File: src/design/gpio_pkg.sv
// Purpose: shared constants and carriers for the dual gpio port block
// Assumes: apb with 32-bit data, one aligned word per register
// Notes: register index times four gives the byte address
package gpio_pkg;

	localparam int PORT_W = 8;
	localparam int ADDR_W = 18;
	localparam int DATA_W = 32;
	localparam int IDX_W = 16;
	localparam int OS_W = 4;

	// register indices; byte address is four times the index
	localparam logic [IDX_W-1:0] IDX_P7_DATA = 16'hffda;
	localparam logic [IDX_W-1:0] IDX_P8_DATA = 16'hffdb;
	localparam logic [IDX_W-1:0] IDX_P7_DIR = 16'hffea;
	localparam logic [IDX_W-1:0] IDX_P8_DIR = 16'hffeb;
	localparam logic [1:0] WORD_LSB = 2'h0;

	localparam logic [ADDR_W-1:0] ADDR_P7_DATA = {IDX_P7_DATA, WORD_LSB};
	localparam logic [ADDR_W-1:0] ADDR_P8_DATA = {IDX_P8_DATA, WORD_LSB};
	localparam logic [ADDR_W-1:0] ADDR_P7_DIR = {IDX_P7_DIR, WORD_LSB};
	localparam logic [ADDR_W-1:0] ADDR_P8_DIR = {IDX_P8_DIR, WORD_LSB};

	localparam logic [PORT_W-1:0] DATA_RST = 8'h00;
	localparam logic [PORT_W-1:0] DIR_RST = 8'h00;
	localparam logic [PORT_W-1:0] DIR_READ = 8'hff;
	localparam logic [PORT_W-1:0] OE_N_OFF = 8'hff;
	localparam logic [PORT_W-1:0] BYTE_ZERO = 8'h00;
	localparam logic [DATA_W-PORT_W-1:0] RDATA_PAD = 24'h000000;
	localparam logic [DATA_W-1:0] RDATA_ZERO = 32'h00000000;
	localparam logic [OS_W-1:0] OS_OFF = 4'h0;

	// shared pin positions
	localparam int P7_TMR_OUT_BIT = 6;
	localparam int P7_TMR_CLK_BIT = 5;
	localparam int P7_TMR_RST_BIT = 4;
	localparam int P8_CMP_A_BIT = 1;
	localparam int P8_CMP_B_BIT = 2;

	typedef struct packed {
		logic psel;
		logic penable;
		logic pwrite;
		logic [ADDR_W-1:0] paddr;
		logic [DATA_W-1:0] pwdata;
	} apb_req_t;

	typedef struct packed {
		logic pready;
		logic [DATA_W-1:0] prdata;
		logic pslverr;
	} apb_rsp_t;

endpackage : gpio_pkg

File: src/design/dual_gpio_port.sv
// Purpose: ports seven and eight with latches, direction and timer pins
// Assumes: apb slave on sys_clk; timer controls arrive on sys_clk
// Notes: one cycle of access phase per transfer, pready from a flop
//
// The implementer's own choice: register access over APB.
`timescale 1ns/1ps
`default_nettype none
module dual_gpio_port (
	input wire logic sys_clk,
	input wire logic nrst,
	input wire gpio_pkg::apb_req_t apb_req,
	output gpio_pkg::apb_rsp_t apb_rsp,
	input wire logic standby,
	input wire logic [3:0] timer_output_select_field,
	input wire logic timer_compare_output,
	input wire logic compare_a_output_enable,
	input wire logic compare_b_output_enable,
	input wire logic free_timer_compare_a_out,
	input wire logic free_timer_compare_b_out,
	input wire logic [7:0] p7_pin_i,
	output logic [7:0] p7_pin_o,
	output logic [7:0] p7_pin_oe_n,
	input wire logic [7:0] p8_pin_i,
	output logic [7:0] p8_pin_o,
	output logic [7:0] p8_pin_oe_n,
	output logic timer_external_clock_in,
	output logic timer_counter_reset_in
);

	typedef struct packed {
		logic [7:0] p7_data_r;
		logic [7:0] p8_data_r;
		logic [7:0] p7_dir_r;
		logic [7:0] p8_dir_r;
		gpio_pkg::apb_rsp_t rsp_r;
		logic tmr_clk_r;
		logic tmr_rst_r;
	} port_st_t;

	port_st_t st_r;
	port_st_t st_nxt;

	logic [7:0] p7_pin_s;
	logic [7:0] p8_pin_s;
	logic [7:0] p7_ovr_en;
	logic [7:0] p7_ovr_val;
	logic [7:0] p8_ovr_en;
	logic [7:0] p8_ovr_val;
	logic [7:0] p7_read;
	logic [7:0] p8_read;
	logic setup_w;
	logic commit_w;
	logic hit_p7_data;
	logic hit_p8_data;
	logic hit_p7_dir;
	logic hit_p8_dir;
	logic mapped_w;
	logic [7:0] wbyte;

	// pin levels are asynchronous; nothing looks at them before two stages
	pin_sync u_p7_sync (
		.sys_clk(sys_clk),
		.nrst(nrst),
		.din(p7_pin_i),
		.dout(p7_pin_s)
	);

	pin_sync u_p8_sync (
		.sys_clk(sys_clk),
		.nrst(nrst),
		.din(p8_pin_i),
		.dout(p8_pin_s)
	);

	// address decode
	assign hit_p7_data = apb_req.paddr == gpio_pkg::ADDR_P7_DATA;
	assign hit_p8_data = apb_req.paddr == gpio_pkg::ADDR_P8_DATA;
	assign hit_p7_dir = apb_req.paddr == gpio_pkg::ADDR_P7_DIR;
	assign hit_p8_dir = apb_req.paddr == gpio_pkg::ADDR_P8_DIR;
	assign mapped_w = hit_p7_data | hit_p8_data | hit_p7_dir | hit_p8_dir;

	assign setup_w = apb_req.psel & ~apb_req.penable;
	// a write lands only on the edge where the master sees pready
	assign commit_w = apb_req.psel & apb_req.penable & st_r.rsp_r.pready
		& apb_req.pwrite & mapped_w;
	assign wbyte = apb_req.pwdata[7:0];

	// read value per bit: latch for outputs, pin for inputs
	assign p7_read = (st_r.p7_dir_r & st_r.p7_data_r)
		| (~st_r.p7_dir_r & p7_pin_s);
	assign p8_read = (st_r.p8_dir_r & st_r.p8_data_r)
		| (~st_r.p8_dir_r & p8_pin_s);

	// timer functions that take over pins regardless of direction
	always_comb begin
		p7_ovr_en = gpio_pkg::BYTE_ZERO;
		p7_ovr_val = gpio_pkg::BYTE_ZERO;
		p8_ovr_en = gpio_pkg::BYTE_ZERO;
		p8_ovr_val = gpio_pkg::BYTE_ZERO;
		p7_ovr_en[gpio_pkg::P7_TMR_OUT_BIT] =
			timer_output_select_field != gpio_pkg::OS_OFF;
		p7_ovr_val[gpio_pkg::P7_TMR_OUT_BIT] = timer_compare_output;
		p8_ovr_en[gpio_pkg::P8_CMP_A_BIT] = compare_a_output_enable;
		p8_ovr_val[gpio_pkg::P8_CMP_A_BIT] = free_timer_compare_a_out;
		p8_ovr_en[gpio_pkg::P8_CMP_B_BIT] = compare_b_output_enable;
		p8_ovr_val[gpio_pkg::P8_CMP_B_BIT] = free_timer_compare_b_out;
	end

	always_comb begin
		st_nxt = st_r;

		// register writes
		if (commit_w && hit_p7_data) begin
			st_nxt.p7_data_r = wbyte;
		end
		if (commit_w && hit_p8_data) begin
			st_nxt.p8_data_r = wbyte;
		end
		if (commit_w && hit_p7_dir) begin
			st_nxt.p7_dir_r = wbyte;
		end
		if (commit_w && hit_p8_dir) begin
			st_nxt.p8_dir_r = wbyte;
		end

		// answer prepared in setup, shown for exactly one access cycle;
		// pin reads are thus sampled one edge before the master takes them
		st_nxt.rsp_r.pready = setup_w;
		st_nxt.rsp_r.pslverr = setup_w & ~mapped_w;
		st_nxt.rsp_r.prdata = gpio_pkg::RDATA_ZERO;
		if (setup_w && !apb_req.pwrite) begin
			if (hit_p7_data) begin
				st_nxt.rsp_r.prdata = {gpio_pkg::RDATA_PAD, p7_read};
			end else if (hit_p8_data) begin
				st_nxt.rsp_r.prdata = {gpio_pkg::RDATA_PAD, p8_read};
			end else if (hit_p7_dir) begin
				st_nxt.rsp_r.prdata = {gpio_pkg::RDATA_PAD, gpio_pkg::DIR_READ};
			end else if (hit_p8_dir) begin
				st_nxt.rsp_r.prdata = {gpio_pkg::RDATA_PAD, gpio_pkg::DIR_READ};
			end
		end

		// timer inputs follow the pins in either direction
		st_nxt.tmr_clk_r = p7_pin_s[gpio_pkg::P7_TMR_CLK_BIT];
		st_nxt.tmr_rst_r = p7_pin_s[gpio_pkg::P7_TMR_RST_BIT];
	end

	always_ff @(posedge sys_clk) begin
		if (!nrst) begin
			st_r.p7_data_r <= gpio_pkg::DATA_RST;
			st_r.p8_data_r <= gpio_pkg::DATA_RST;
			st_r.p7_dir_r <= gpio_pkg::DIR_RST;
			st_r.p8_dir_r <= gpio_pkg::DIR_RST;
			st_r.rsp_r <= '0;
			st_r.tmr_clk_r <= 1'b0;
			st_r.tmr_rst_r <= 1'b0;
		end else begin
			st_r <= st_nxt;
		end
	end

	// pin drivers; their flops reset to released, standby releases too
	pin_drive u_p7_drive (
		.sys_clk(sys_clk),
		.nrst(nrst),
		.latch(st_r.p7_data_r),
		.dir(st_r.p7_dir_r),
		.ovr_en(p7_ovr_en),
		.ovr_val(p7_ovr_val),
		.release_all(standby),
		.pin_o(p7_pin_o),
		.pin_oe_n(p7_pin_oe_n)
	);

	pin_drive u_p8_drive (
		.sys_clk(sys_clk),
		.nrst(nrst),
		.latch(st_r.p8_data_r),
		.dir(st_r.p8_dir_r),
		.ovr_en(p8_ovr_en),
		.ovr_val(p8_ovr_val),
		.release_all(standby),
		.pin_o(p8_pin_o),
		.pin_oe_n(p8_pin_oe_n)
	);

	assign apb_rsp = st_r.rsp_r;
	assign timer_external_clock_in = st_r.tmr_clk_r;
	assign timer_counter_reset_in = st_r.tmr_rst_r;

endmodule : dual_gpio_port
`default_nettype wire

File: src/design/pin_sync.sv
// Purpose: two-stage synchroniser for a byte of pin levels
// Assumes: pins are asynchronous to sys_clk
// Notes: only the second stage may be read by other logic
`timescale 1ns/1ps
`default_nettype none
module pin_sync (
	input wire logic sys_clk,
	input wire logic nrst,
	input wire logic [7:0] din,
	output logic [7:0] dout
);

	typedef struct packed {
		logic [7:0] meta_r;
		logic [7:0] sync_r;
	} sync_st_t;

	sync_st_t st_r;
	sync_st_t st_nxt;

	always_comb begin
		st_nxt = st_r;
		st_nxt.meta_r = din;
		st_nxt.sync_r = st_r.meta_r;
	end

	always_ff @(posedge sys_clk) begin
		if (!nrst) begin
			st_r <= '0;
		end else begin
			st_r <= st_nxt;
		end
	end

	assign dout = st_r.sync_r;

endmodule : pin_sync
`default_nettype wire

File: src/design/pin_drive.sv
// Purpose: registered output and enable for one eight-pin port
// Assumes: override controls come from timer logic on sys_clk
// Notes: enable is active low; port reads follow the direction bit, so an output pin released by standby still reads its latch
`timescale 1ns/1ps
`default_nettype none
module pin_drive (
	input wire logic sys_clk,
	input wire logic nrst,
	input wire logic [7:0] latch,
	input wire logic [7:0] dir,
	input wire logic [7:0] ovr_en,
	input wire logic [7:0] ovr_val,
	input wire logic release_all,
	output logic [7:0] pin_o,
	output logic [7:0] pin_oe_n
);

	typedef struct packed {
		logic [7:0] out_r;
		logic [7:0] oe_n_r;
	} drive_st_t;

	drive_st_t st_r;
	drive_st_t st_nxt;
	logic [7:0] val_w;
	logic [7:0] oe_n_w;

	genvar gi;
	generate
		for (gi = 0; gi < 8; gi++) begin : g_bit
			// a timer function owns the pin whatever the direction bit says
			assign val_w[gi] = ovr_en[gi] ? ovr_val[gi] : latch[gi];
			assign oe_n_w[gi] = release_all | ~(ovr_en[gi] | dir[gi]);
		end
	endgenerate

	always_comb begin
		st_nxt = st_r;
		st_nxt.out_r = val_w;
		st_nxt.oe_n_r = oe_n_w;
	end

	always_ff @(posedge sys_clk) begin
		if (!nrst) begin
			st_r <= {gpio_pkg::BYTE_ZERO, gpio_pkg::OE_N_OFF};
		end else begin
			st_r <= st_nxt;
		end
	end

	assign pin_o = st_r.out_r;
	assign pin_oe_n = st_r.oe_n_r;

endmodule : pin_drive
`default_nettype wire

File: config.mk
export PLATFORM = sky130hd
export DESIGN_NAME = dual_gpio_port
export DESIGN_NICKNAME = d
export VERILOG_FILES = /design/src/design/gpio_pkg.sv /design/src/design/dual_gpio_port.sv /design/src/design/pin_sync.sv /design/src/design/pin_drive.sv
export SDC_FILE = /design/constraint.sdc
export NUM_CORES = 1
export LEC_CHECK = 0
export BUFFER_PORTS_ARGS = -buffer_cell sky130_fd_sc_hd__buf_4
export CAP_MARGIN = 40
export CORE_MARGIN = 2
export CORE_UTILIZATION = 52
export CTS_CLUSTER_DIAMETER = 50
export CTS_CLUSTER_SIZE = 40
export DETAILED_ROUTE_END_ITERATION = 10
export GPL_ROUTABILITY_DRIVEN = 1
export PLACE_DENSITY = 0.85
export SLEW_MARGIN = 25
export SYNTH_ARGS = -nofsm -noshare
export SYNTH_HDL_FRONTEND = slang
export SYNTH_SLANG_ARGS = --single-unit
File: constraint.sdc
create_clock -name sys_clk -period 6.3 [get_ports sys_clk]
set_input_delay 1.575 -clock sys_clk [delete_from_list [all_inputs] [get_ports sys_clk]]
set_output_delay 1.575 -clock sys_clk [all_outputs]
set_load 0.01 [all_outputs]
==> results of run 1 <==
[synth_stat cells (2+ instances only)]
cell type | instances | area share, %
a221oi_1 | 8 | 1.8
and2_1 | 34 | 5.6
buf_4 | 34 | 6.7
clkbuf_1 | 13 | 1.3
dfxtp_1 | 108 | 57
inv_1 | 14 | 1.4
mux2_2 | 8 | 2.4
mux2i_1 | 43 | 11
nand2_1 | 53 | 5.2
nand3_1 | 9 | 1.2
nand3_2 | 2 | 0.52
nand4_1 | 4 | 0.66
nor2b_1 | 6 | 0.98
o21ai_0 | 3 | 0.39
[flip-flops by register name (all words and copies together) (netlist names)]
register	flops
u_p7_drive.pin_o	8
timer_external_clock_in	1
u_p7_sync.dout	8
timer_counter_reset_in	1
u_p8_sync.st_nxt	8
apb_rsp	10
u_p8_sync.dout	8
u_p8_drive.pin_o	8
u_p8_drive.pin_oe_n	8
st_r	32
u_p7_drive.pin_oe_n	8
u_p7_sync.st_nxt	8
[cells by family (layout without fill, tap and decap cells)]
logic type | Yosys count | after routing
other | 1 | 24
AOI/OAI and AO/OA | 13 | 13
DFF | 108 | 108
xor gates and xnor gates | 1 | 1
buffers and inverters | 62 | 131
muxes | 51 | 51
and+or+nand+nor | 119 | 119
[metrics by stage]
| step | instance area [sq um] | std cells |
|---|---|---|
| 2_1_floorplan | 3900 | 378 |
| 3_3_place_gp | 4480 | 530 |
| 3_5_place_dp | 4480 | 530 |
| 4_1_cts | 4680 | 546 |
| 5_1_grt | 4680 | 546 |
| 6_report | 4680 | 546 |
[cells in the final DEF, fill, tap and decap left out, types with 2 or more instances in the layout]
cell,count
dfxtp_1,108
buf_4,101
nand2_1,53
mux2i_1,43
and2_1,34
conb_1,24
inv_1,14
nand3_1,9
clkbuf_8,9
mux2_2,8
a221oi_1,8
nor2b_1,6
nand4_1,4
inv_6,4
o21ai_0,3
nand3_2,2
clkinv_4,2
[critical path, delay by kind of cell]
kind / cells / cell delay, ns
mux: 1 / 0.38
simple gates: 3 / 1.59
buf+inv: 1 / 0.11
[per-layer routing]
layer	GRT usage, %	vias to the layer above	wire length, microns
met3	5.30	20	538
met4	9.63	0	224
met2	31.2	96	3570
met1	23.4	1171	3230
met5	0	-	0
li1	-	1276	-
[path summary, 6_finish.rpt]
kind	startpoint	end	cells after the start
worst min-delay path	st_r[39]	u_p8_drive.pin_oe_n[3]	1
worst max-delay path	apb_req[33]	st_r[51]	5
worst min register to register	st_r[39]	u_p8_drive.pin_oe_n[3]	1
worst max register to register	apb_rsp[33]	st_r[51]	4
[power groups by stage]
stage / clock, W / combinational [W] / sequential [W]
2_1_floorplan: 0 / 0.0000436 / 0.000713
3_3_place_gp: 0 / 0.0000684 / 0.000713
3_5_place_dp: 0 / 0.0000698 / 0.000713
4_1_cts: 0.000437 / 0.0000702 / 0.000697
5_1_grt: 0.000468 / 0.0000769 / 0.000699
6_report: 0.000430 / 0.0000702 / 0.000697
[layout make-up]
type / instances / area, sq um
Multi-Input combinational cell: 208 / 1380
Tap cell: 99 / 124
Fill cell: 552 / 2490
Timing Repair Buffer: 101 / 758
Inverter: 14 / 52.6
Clock inverter: 7 / 82.6
Sequential cell: 108 / 2160
Clock buffer: 9 / 124
==> metrics.txt, run 1 <==
Post-DP HPWL 5050 microns; final hold vios 0; largest family of logic cells by synthesized area simple AND/OR/NAND/NOR gates; vias in the first global route about 2400; flops & latches, synth approximately 110; Internal 0.000921 W; Crit Path Class primary input to flip-flop; Cell Area, Synth approximately 3800 sq um; largest net degree at the start of global routing 80; Tmin final 3.36 ns; # Post-CTS Setup Buffers 0; First DRT Iteration DRCs 91; ANT nets after route 0; chip width 89.7 microns; GRT Total Usage 19.2%; PwrDens 256 nW/um^2; Util after Layout around two thirds; Hold Slack 0.413 ns; share of cells above drive strength 1 between 20% and 30%; Top FF cell, synth dfxtp_1; die area between 8000 and 9000 sq um; Post-Synth XOR/XNOR Area 0.230%; Post-Synth Adder-Cell Area 0%; CTS resizes 0; FMAX a little under 300 MHz; post-synthesis mux area share 13.6%; Final Max Slew Viols 0; CTS Buf Count 9; DRT Wirelength 7560 microns; Via density 4.69; Static Leak 2.30 nW; Max rail drop VDD approximately 0.17 mV; Critical Path RT 6.58 ns; Routability Congestion about 0.75; critical path data arrival time 3.65 ns; Worst-Margin Slew 0.816 ns; CTS root buf clkbuf_8; clk sink count 108; endpoints failing setup 0; Setup TNS 0 ns; Via Count 2563; Syn Inst Count 355; simple-gate share of the synthesized area 17.1%; # DRC 0; clk_skew 0.00677 ns; combinational power share 5.9%; Sw Share 23.1%; sequential share of the synthesized area 56.7%; initial antenna violation count 0; Die Y 89.7 microns; sequential share of power 58.2%; Ports 149; Hold WC Path Type flip-flop to flip-flop; diode count 0; Max FO, Critical Path 8; CP Cell Sequence buf_4 -> or4b_4 -> nor3_4 -> nand4b_1 -> mux2i_1; CTS Buffer Depth 2; Port Buf Inserts 100; CTS tree done; CP peak stage delay 0.70 ns; Final Cycle Share between 50% and 60%; Site Rows 31; Worst-path clk slew 0.10 ns; max_cap viols 0; Avg Inst Size Synth 10.7 sq um; crit start category primary input; Worst path slowest cell nand4b_1; Core ar. 7180 sq um; Pre-antenna DRT Iters 4; Setup crit end kind flip-flop; Rel. slew slack 45.3%; Initial Util 53.2%; Post-synth EDFFs 0; total chip power ~0.0012 W; Unique masters post-synth 30; Total Nets Final 523; outcome finished clean; switching power of the nets roughly 0.00028 W; post-DR wirelength/cell 13.8 microns; fraction of registers with async set or reset after synthesis 0%; RSZ-0062 raised after global routing false; pre-CTS WS 2.58 ns; # hold bufs at CTS 0; H-tree depth 3; Synth Area in Compound Gates 2.79%; Clock Latency Late Sink 0.37 ns; area delta synth->final 22.7%; Synth warnings 0; part of the power in the clock network 35.9%; worst reg2reg setup slack 4.35 ns; first-pass GRT wire length 11400 microns; worst setup margin approximately 3 ns; GRT overflow 0
(Power assumes the default switching activity.)
==> run 2, diff against run 1 <==
- CORE_UTILIZATION: 52 -> 43
- PLACE_DENSITY: 0.85 -> 0.75
- clock period: 6.3 -> 3 ns (I/O delays scaled with it)
==> run 2 against run 1 <==
Utilization shrank 11 points. Final cell count grew 2.4%. Power grew 110%. Clock power grew 100%. First-iteration DRC count shrank 38%. Sequential share of layout area shrank 0.37 points. Setup slack lost 2.1 ns. Sequential power grew 110%. Via count grew 0.16%. Non-clock buffer count grew 4. Clock skew shrank 0.00060 ns.
==> metrics.txt, run 2 (same netlist as run 1, synthesis figures left out) <==
DP Area 4520 sq um (+0.92%); Top reg by flops st_r; chip width 98.2 microns (+9.5%); Finished Cell Area 4720 sq um (+0.80%); RSZ-0062 raised after global routing false; Post-Place Cells 543 (+2.5%); Crit Path Class primary input to flip-flop; Critical Path RT 3.27 ns (-3.31 ns); diode count 0 (unchanged); R2R depth 4 (unchanged); FMAX 453 MHz; Clock Latency Late Sink 0.35 ns (-0.02 ns); DRT Wirelength 7550 microns (about the same); CP peak stage delay 0.57 ns (-0.13 ns); Worst-path clk slew 0.09 ns (about the same); Site Rows 34 (+9.7%); Via Count 2567 (+0.16%); Port Buf Inserts 100 (unchanged); CTS Buf Count 9 (unchanged); Hold Slack 0.401 ns (-0.0127 ns); share of cells above drive strength 1 30.2% (+0.40 points); Via density 4.59 (-2.2%); vias in the first global route 2420 (+0.12%); Setup TNS 0 ns (unchanged); Rel. slew slack 58.1% (+13 points); initial antenna violation count 0 (unchanged); post-DR wirelength/cell 13.5 microns (-2.4%); Post-DP HPWL 5180 microns (+2.5%); Final Cycle Share 73.6%; Core ar. 8680 sq um (+21%); Die Y 98.2 microns (+9.5%); Finished Layout Cells 559 (+2.4%); area delta synth->final 23.7%; # hold bufs at CTS 0 (unchanged); total chip power 0.00249 W (+110%); Tmin final 2.21 ns; endpoints failing setup 0 (unchanged); die area 9640 sq um (+20%); Largest register FFs 32 (unchanged); ANT nets after route 0 (unchanged); first-pass GRT wire length 11800 microns (+3.4%); most common cell after layout, fill and taps aside dfxtp_1; Max FO, Critical Path 8 (unchanged); CTS Buffer Depth 2 (unchanged); largest net degree at the start of global routing 49 (-39%); Static Leak 2.32 nW (+0.74%); Setup crit end kind flip-flop; CP Cell Sequence buf_4 -> or4b_4 -> nor3_4 -> nand4_2 -> mux2i_1; final hold vios 0 (unchanged); Hold Path Cell Cnt 1 (unchanged); clk_skew 0.00617 ns (-0.000600 ns); Initial Util 44.0% (-9.2 points); crit start category primary input; commonest non-fill, non-tap cells in the layout dfxtp_1 (108), buf_4 (105), nand2_1 (53); outcome finished clean; Total Nets Final 527 (+0.76%); Worst-Margin Slew 0.627 ns (-0.188 ns); First DRT Iteration DRCs 56 (-38%); H-tree depth 3 (unchanged); Pre-antenna DRT Iters 4 (unchanged); Ports 149 (unchanged); max_cap viols 0 (unchanged); GRT Total Usage 15.5% (-3.7 points); clk sink count 108 (unchanged); Routability Congestion 0.780 (+3.9%); CTS resizes 0 (unchanged); CTS tree done; Hold WC Path Type flip-flop to flip-flop; # DRC 0 (unchanged); Filler cells 777 (+41%); PwrDens 527 nW/um^2 (+110%); Final Max Slew Viols 0 (unchanged); GRT overflow 0 (unchanged); critical path data arrival time 2.48 ns (-1.17 ns); CTS root buf clkbuf_8; Max rail drop VDD 0.292 mV (+75%); # Post-CTS Setup Buffers 0 (unchanged); Worst path slowest cell or4b_4
==> run 2: cell count changes in the layout (fill, tap and decap cells not counted) <==
cell	delta
buf_4	+4
inv_6	-4
clkbuf_8	+2
clkinv_2	+2
clkinv_4	-2
clkbuf_1	+1
clkinvlp_4	+1
==> run 2: cell type report <==
type                    count  area [sq um]  share of cell area, %
flip-flops and latches    108          2160                   45.8
clock buffers              12           155                   3.29
repair buffers            105           788                   16.7
inverters                  14          52.6                   1.11
multi-input cells         208          1380                   29.2
clock inverters             4          47.5                   1.01
well taps                 108           135                   2.86
==> run 2: worst paths after layout <==
kind,slack (ns),start,to
worst max register to register,1.39,apb_rsp[33],st_r[38]
worst min register to register,0.40,st_r[39],u_p8_drive.pin_oe_n[3]
worst max-delay path,0.79,apb_req[33],st_r[38]
worst min-delay path,0.40,st_r[39],u_p8_drive.pin_oe_n[3]
==> run 2: critical path, delay by kind of cell <==
family | cells | cell delay [ns]
and+or+nand+nor | 3 | 1.33
buffers and inverters | 1 | 0.11
muxes | 1 | 0.30
==> run 2: layer usage <==
layer	global-route usage, %	vias to the layer above	routed length [microns]
li1	-	1292	-
met4	6.53	0	140
met2	25.8	83	3720
met1	19.4	1182	3280
met5	0	-	0
met3	3.51	10	420
==> run 2: report_power, final <==
| group | internal (W) | switching (W) | total [W] |
|---|---|---|---|
| sequential | 0.00146 | 0.00000574 | 0.00146 |
| clock | 0.000430 | 0.000448 | 0.000877 |
| combinational | 0.0000769 | 0.0000715 | 0.000148 |
| total | 0.00196 | 0.000525 | 0.00249 |
==> run 2: per-stage QoR <==
step / worst slack (ns) / util, %
2_1_floorplan: 0.662 / -
3_3_place_gp: 0.460 / 52.0
3_5_place_dp: 0.427 / 52.0
4_1_cts: 0.805 / 54.4
5_1_grt: 0.741 / 54.4
6_report: 0.792 / 54.4
